### src/mlie_pkg.sv
// constants and carrier types for the move and literal instruction executor
package mlie_pkg;
  localparam int DATA_W = 8;
  localparam int INSTR_W = 12;
  localparam int ADDR_W = 5;
  localparam int PC_W = 10;
  localparam int DEST_BIT = 5;
  localparam int LIT_LSB = 0;
  localparam logic [11:0] FILE_MOVE_MASK = 12'hfc0;
  localparam logic [11:0] FILE_MOVE_PAT = 12'h200;
  localparam logic [11:0] STORE_MASK = 12'hfe0;
  localparam logic [11:0] STORE_PAT = 12'h020;
  localparam logic [11:0] LIT_LOAD_MASK = 12'hf00;
  localparam logic [11:0] LIT_LOAD_PAT = 12'hc00;
  localparam logic [11:0] LIT_RET_MASK = 12'hf00;
  localparam logic [11:0] LIT_RET_PAT = 12'h800;
  localparam logic [11:0] IDLE_PAT = 12'h000;
  localparam logic [11:0] OPTION_PAT = 12'h002;
  localparam logic [7:0] WORK_RESET = 8'h00;
  localparam logic [7:0] OPTION_RESET = 8'hff;
  localparam int RET_CYCLES = 2;

  typedef enum logic [2:0] {
    MLIE_OP_NONE, MLIE_OP_FILE_MOVE, MLIE_OP_STORE, MLIE_OP_LIT_LOAD,
    MLIE_OP_IDLE, MLIE_OP_OPTION, MLIE_OP_LIT_RET
  } mlie_op_t;

  // register file write request
  typedef struct packed {
    logic en;
    logic [4:0] addr;
    logic [7:0] data;
  } mlie_fwr_t;

  // program counter load request
  typedef struct packed {
    logic en;
    logic [9:0] addr;
  } mlie_pcld_t;
endpackage : mlie_pkg

### src/mlie_exec.sv
// execute stage for move, store, literal, idle, option and return instructions
`timescale 1ns/1ps
module mlie_exec (
  input wire logic clk,
  input wire logic nrst,
  input wire logic instr_valid,
  input wire logic [11:0] instr,
  output logic instr_ready,
  output logic [4:0] file_raddr,
  input wire logic [7:0] file_rdata,
  output mlie_pkg::mlie_fwr_t file_wr,
  input wire logic [9:0] stack_top,
  output logic stack_pop,
  output mlie_pkg::mlie_pcld_t pc_load,
  output logic [7:0] working,
  output logic [7:0] option_reg,
  output logic zero_we,
  output logic zero_val,
  output logic unknown_instr
);
  // sequencer states: normal issue, then the flush cycle of a return
  typedef enum {MLIE_RUN, MLIE_RET2} mlie_state_t;

  // decoded operation of the word on the bus
  mlie_pkg::mlie_op_t op;

  // operand fields of the word
  logic dest_file;
  logic [7:0] literal;
  logic [4:0] file_addr;
  logic moved_is_zero;

  // handshake and one-hot execute strobes
  logic take;
  logic do_move;
  logic do_store;
  logic do_lit_load;
  logic do_option;
  logic do_lit_ret;
  logic do_other;

  // sequencer
  mlie_state_t state;
  mlie_state_t next_state;

  // registers kept in this block
  logic [7:0] next_working;
  logic [7:0] next_option_reg;

  // requests toward the register file, stack and program counter
  mlie_pkg::mlie_fwr_t next_file_wr;
  mlie_pkg::mlie_pcld_t next_pc_load;
  logic next_stack_pop;

  // status pulses
  logic next_zero_we;
  logic next_zero_val;
  logic next_unknown;

  // pure decode, no state: the word is only judged when taken
  mlie_decode u_dec (
    .instr(instr),
    .op(op)
  );

  // operands sit at fixed positions in every word of the group
  assign file_addr = instr[mlie_pkg::ADDR_W-1:0];
  assign dest_file = instr[mlie_pkg::DEST_BIT];
  assign literal = instr[mlie_pkg::LIT_LSB +: mlie_pkg::DATA_W];

  // register file read is asynchronous so the move completes in one cycle
  assign file_raddr = file_addr;
  // zero test of the value read this cycle; only a move uses it
  assign moved_is_zero = (file_rdata == 8'h00);

  // second cycle of a return flushes: no new word is taken
  assign instr_ready = (state == MLIE_RUN);
  assign take = instr_valid && instr_ready;

  // one strobe per operation except idle, all low unless a word is taken
  always_comb begin
    do_move = 1'h0;
    do_store = 1'h0;
    do_lit_load = 1'h0;
    do_option = 1'h0;
    do_lit_ret = 1'h0;
    do_other = 1'h0;
    if (take) begin
      case (op)
        mlie_pkg::MLIE_OP_FILE_MOVE: begin
          do_move = 1'h1;
        end
        mlie_pkg::MLIE_OP_STORE: begin
          do_store = 1'h1;
        end
        mlie_pkg::MLIE_OP_LIT_LOAD: begin
          do_lit_load = 1'h1;
        end
        mlie_pkg::MLIE_OP_OPTION: begin
          do_option = 1'h1;
        end
        mlie_pkg::MLIE_OP_LIT_RET: begin
          do_lit_ret = 1'h1;
        end
        mlie_pkg::MLIE_OP_IDLE: begin
          do_other = 1'h0;
        end
        default: begin
          do_other = 1'h1; // other groups execute elsewhere
        end
      endcase
    end
  end

  // sequencer: a return holds off the next word for one cycle
  always_comb begin
    next_state = state;
    case (state)
      MLIE_RUN: begin
        if (do_lit_ret) begin
          next_state = MLIE_RET2;
        end
      end
      MLIE_RET2: begin
        next_state = MLIE_RUN; // the waiting word stays on the bus
      end
      default: begin
        next_state = MLIE_RUN;
      end
    endcase
  end

  // sequencer register
  always_ff @(posedge clk or negedge nrst) begin
    if (!nrst) begin
      state <= MLIE_RUN;
    end else begin
      state <= next_state;
    end
  end

  // working and option; the strobes are one-hot so no two sources meet
  always_comb begin
    next_working = working;
    next_option_reg = option_reg;
    if (do_move && !dest_file) begin
      next_working = file_rdata;
    end
    if (do_lit_load || do_lit_ret) begin
      next_working = literal;
    end
    if (do_option) begin
      next_option_reg = working;
    end
  end

  // working and option registers
  always_ff @(posedge clk or negedge nrst) begin
    if (!nrst) begin
      working <= mlie_pkg::WORK_RESET;
      option_reg <= mlie_pkg::OPTION_RESET;
    end else begin
      working <= next_working;
      option_reg <= next_option_reg;
    end
  end

  // requests are one-cycle pulses; the register file does the write
  always_comb begin
    next_file_wr = '0;
    next_pc_load = '0;
    next_stack_pop = 1'h0;
    if (do_move && dest_file) begin
      next_file_wr.en = 1'h1;
      next_file_wr.addr = file_addr;
      next_file_wr.data = file_rdata;
    end
    if (do_store) begin
      next_file_wr.en = 1'h1;
      next_file_wr.addr = file_addr;
      next_file_wr.data = working;
    end
    if (do_lit_ret) begin
      next_pc_load.en = 1'h1;
      next_pc_load.addr = stack_top;
      next_stack_pop = 1'h1;
    end
  end

  // request registers
  always_ff @(posedge clk or negedge nrst) begin
    if (!nrst) begin
      file_wr <= '0;
      pc_load <= '0;
      stack_pop <= 1'h0;
    end else begin
      file_wr <= next_file_wr;
      pc_load <= next_pc_load;
      stack_pop <= next_stack_pop;
    end
  end

  // status pulses; the flag itself lives outside, so a store leaves it alone
  always_comb begin
    next_zero_we = 1'h0;
    next_zero_val = 1'h0;
    next_unknown = 1'h0;
    if (do_move) begin
      next_zero_we = 1'h1;
      next_zero_val = moved_is_zero;
    end
    if (do_other) begin
      next_unknown = 1'h1; // word left to the other groups
    end
  end

  // status registers
  always_ff @(posedge clk or negedge nrst) begin
    if (!nrst) begin
      zero_we <= 1'h0;
      zero_val <= 1'h0;
      unknown_instr <= 1'h0;
    end else begin
      zero_we <= next_zero_we;
      zero_val <= next_zero_val;
      unknown_instr <= next_unknown;
    end
  end
endmodule : mlie_exec

### src/mlie_decode.sv
// combinational decoder of one instruction word
`timescale 1ns/1ps
module mlie_decode (
  input wire logic [11:0] instr,
  output mlie_pkg::mlie_op_t op
);
  // patterns are disjoint, order only matters for readability
  always_comb begin
    if ((instr & mlie_pkg::FILE_MOVE_MASK) == mlie_pkg::FILE_MOVE_PAT) begin
      op = mlie_pkg::MLIE_OP_FILE_MOVE;
    end else if ((instr & mlie_pkg::STORE_MASK) == mlie_pkg::STORE_PAT) begin
      op = mlie_pkg::MLIE_OP_STORE;
    end else if ((instr & mlie_pkg::LIT_LOAD_MASK) == mlie_pkg::LIT_LOAD_PAT) begin
      op = mlie_pkg::MLIE_OP_LIT_LOAD;
    end else if ((instr & mlie_pkg::LIT_RET_MASK) == mlie_pkg::LIT_RET_PAT) begin
      op = mlie_pkg::MLIE_OP_LIT_RET;
    end else if (instr == mlie_pkg::IDLE_PAT) begin
      op = mlie_pkg::MLIE_OP_IDLE;
    end else if (instr == mlie_pkg::OPTION_PAT) begin
      op = mlie_pkg::MLIE_OP_OPTION;
    end else begin
      op = mlie_pkg::MLIE_OP_NONE;
    end
  end
endmodule : mlie_decode

### config.mk
export PLATFORM = sky130hd
export DESIGN_NAME = mlie_exec
export DESIGN_NICKNAME = d
export VERILOG_FILES = /design/src/mlie_pkg.sv /design/src/mlie_exec.sv /design/src/mlie_decode.sv
export SDC_FILE = /design/constraint.sdc
export NUM_CORES = 1
export LEC_CHECK = 0
export BUFFER_PORTS_ARGS = -buffer_cell sky130_fd_sc_hd__clkbuf_2
export CORE_MARGIN = 10
export CORE_UTILIZATION = 50
export CTS_CLUSTER_DIAMETER = 80
export DETAILED_ROUTE_END_ITERATION = 8
export GPL_TIMING_DRIVEN = 0
export PLACE_DENSITY = 0.95
export SLEW_MARGIN = 20
export SYNTH_ARGS = -nofsm -noshare
export SYNTH_HDL_FRONTEND = slang
export SYNTH_SLANG_ARGS = --single-unit
### constraint.sdc
create_clock -name clk -period 5.4 [get_ports clk]
set_clock_uncertainty 0.2 [all_clocks]
set_input_delay 1.08 -clock clk [delete_from_list [all_inputs] [get_ports clk]]
set_output_delay 1.08 -clock clk [all_outputs]
set_load 0.1 [all_outputs]
==> results.cfg <==
[clocking]
post_cts_buffers = 0
ctsResizeCount = 0
clock_sinks = 45
cts_buffers = 5
clockBufferDepth = 2
clk_pin_slew_worst_paths_ns = 0.08
clk_latency_ns = 0.30
h-tree-depth = 2
cts_hold_buf = 0
cts_tree = built
clock-root-buffer = clkbuf_8

[setup_path]
crit_chain = clkbuf_2 -> buf_4 -> clkbuf_2
path_common_cell = clkbuf_2
r2r_cells = 6
critPathCaptureType = output port
cp_slowest_stage_delay_ns = 0.44
worst_setup_path_start_kind = primary input
path_class = primary input to output port
critical_path_required_ns = 4.12
reg2reg_to = file_wr[7]
cp-startpoint = instr[1]
crit_path_max_fanout = 4
slowest_stage = clkbuf_2
r2r_slack_ns = 3.24
cp.arrival_ns = 1.78
r2r-start = state[0]

[detailed_routing]
wirelength_um = 5414
antenna_left = 0
post-route-drc-count = 0
drtIter0Drc = 118
viasPerCell = 5.382
num_vias = 1620
first_pass_iters = 4
wl_per_cell_um = 17.99

[logic_synthesis]
syn_inst = 163
synth.distinct_cells = 36
synth-seq-area-share = 0.5869
synth_top_area_cell = dfrtp_1
ys_ff_latch = 45
synthArstFlopShare = 1.000
syn_area_um2 = 1936
syn_nets = 196
yosys.area.top_type_share = 0.4783
ys.flop_type = dfrtp_1
ys.warnings.count = 0
synth_edf_count = 0
yosys-top-cells-area = dfrtp_1 48%, dfstp_2 11%, mux2_4 6.2%, and2_1 5.2%, a22o_1 3.6%
avgSynthCellArea_um2 = 11.87

[die]
rows = 22
fp.dieH_um = 82.22
die_w_um = 82.22
start_util = 0.5209
num_io_pins = 84
dieArea_um2 = 6760
core-area_um2 = 3716

[finish]
fin_nets = 285
largest_reg_flops = 14
final_common_cell = clkbuf_2
area_growth_pct = 30.51
final_cell_mix = 82 x clkbuf_2, 37 x dfrtp_1, 16 x and2_1, 15 x nor2_1, 15 x nand2_1
stdcell_count = 301
top_regs = file_wr: 14 flops, pc_load: 11 flops
top_register = file_wr
diodes = 0
drive_gt1_frac = 0.4822
final_area_um2 = 2526
final_util = 0.6798

[job]
max_cap_violations = 0

[timing]
drv_slew = 0
hold_ws_ns = 0.3800
fin_crit_sh = 0.5665
period_minus_slack_ns = 3.059
setup_viol_count_final = 0
fin_setup_tns_ns = 0
rsz0062_at_grt = false
fmax_mhz = 326.9
slew_headroom = 0.3638
finalHoldViolCount = 0
tightest_slew_ns = 0.9543

[placement]
place_area_um2 = 2406
hpwl_um = 4225
port_buffers = 82
globalplace.congestion = 0.7980
place_inst = 293

[pwr]
cellLeakagePower_nw = 1.319
p_switching_mw = 0.2923
sw_frac_of_total = 0.3518
seqPwrFrac = 0.442
p_per_area_nw_per_um2 = 328.9
combinationalPowerShare = 0.245
p_clk_frac = 0.313
p_int_mw = 0.5386
irDropWorstVdd_mv = 0.2093

[min_path]
min_path_cells = 1
hold_start = working[4]
hold_path.class = register to register
min_to = option_reg[4]

[global_routing]
grt_max_degree = 46
grt_pass1_wl_um = 8328
grt_pass1_vias = 1655
grt_overflow = 0
grtUsageTotal = 0.1624
antenna_found_initial = 0

[outcome]
status = finished clean
==> routing by layer <==
layer,track usage,wire [um],vias to the layer above,part of all wire
met3,0.03888,404,14,0.075
met4,0.07313,160,0,0.030
met2,0.3040,2902,75,0.54
met1,0.1663,1947,789,0.36
met5,0,0,-,0
li1,-,-,742,-
==> area by class of cell <==
cell class | count | area [um^2]
timing repair buffer | 82 | 410.4
clock buffer | 6 | 82.58
fill | 280 | 1190
inverter | 2 | 7.507
sequential | 45 | 1136
tap | 48 | 60.06
clock inverter | 2 | 37.54
buffer | 13 | 93.84
multi-input combinational | 103 | 698.2
==> through the flow <==
stage / worst slack, ns / power, mW
3_3_place_gp: 2.346 / 0.5723
4_1_cts: 2.342 / 0.8374
5_1_grt: 2.321 / 0.8609
6_report: 2.341 / 0.8310
3_5_place_dp: 2.343 / 0.5779
2_1_floorplan: 2.665 / 0.5241
==> worst max-delay path, delay by kind of cell <==
family / cells / cell delay, ns
buf+inv: 3 / 0.70
==> cells in the mapped netlist, types with 3 or more instances <==
library cell  count
a22o_1            8
a31oi_1           7
and2_1           16
buf_4             7
dfrtp_1          37
dfstp_2           8
mux2_4            8
nand2_1          15
nor2_1           15
nor4_1            5
nor4b_1           3
o21ai_0           5
==> kinds of logic after synthesis <==
group / Yosys count / share of synthesized area
AO/OA/AOI/OAI: 27 / 0.1002
multiplexers: 9 / 0.06723
buffers and inverters: 15 / 0.05236
flip-flops: 45 / 0.5869
AND/OR/NAND/NOR: 67 / 0.1933
==> power by group through the flow <==
stage / Clock [mW] / Sequential, mW / Combinational (mW)
6_report: 0.260 / 0.367 / 0.204
5_1_grt: 0.279 / 0.369 / 0.213
4_1_cts: 0.265 / 0.367 / 0.205
3_5_place_dp: 0 / 0.373 / 0.204
3_3_place_gp: 0 / 0.372 / 0.201
2_1_floorplan: 0 / 0.478 / 0.0456
==> worst max-delay path by stage <==
stage | end | slack (ns) | cells past startpoint
floorplan | option_reg[5] | 2.66 | 6
global placement | file_raddr[1] | 2.35 | 3
detailed placement | file_raddr[1] | 2.34 | 3
CTS | file_raddr[1] | 2.34 | 3
global route | file_raddr[1] | 2.32 | 3
finish | file_raddr[1] | 2.34 | 3
No activity file was read; power rests on OpenSTA's default activity.
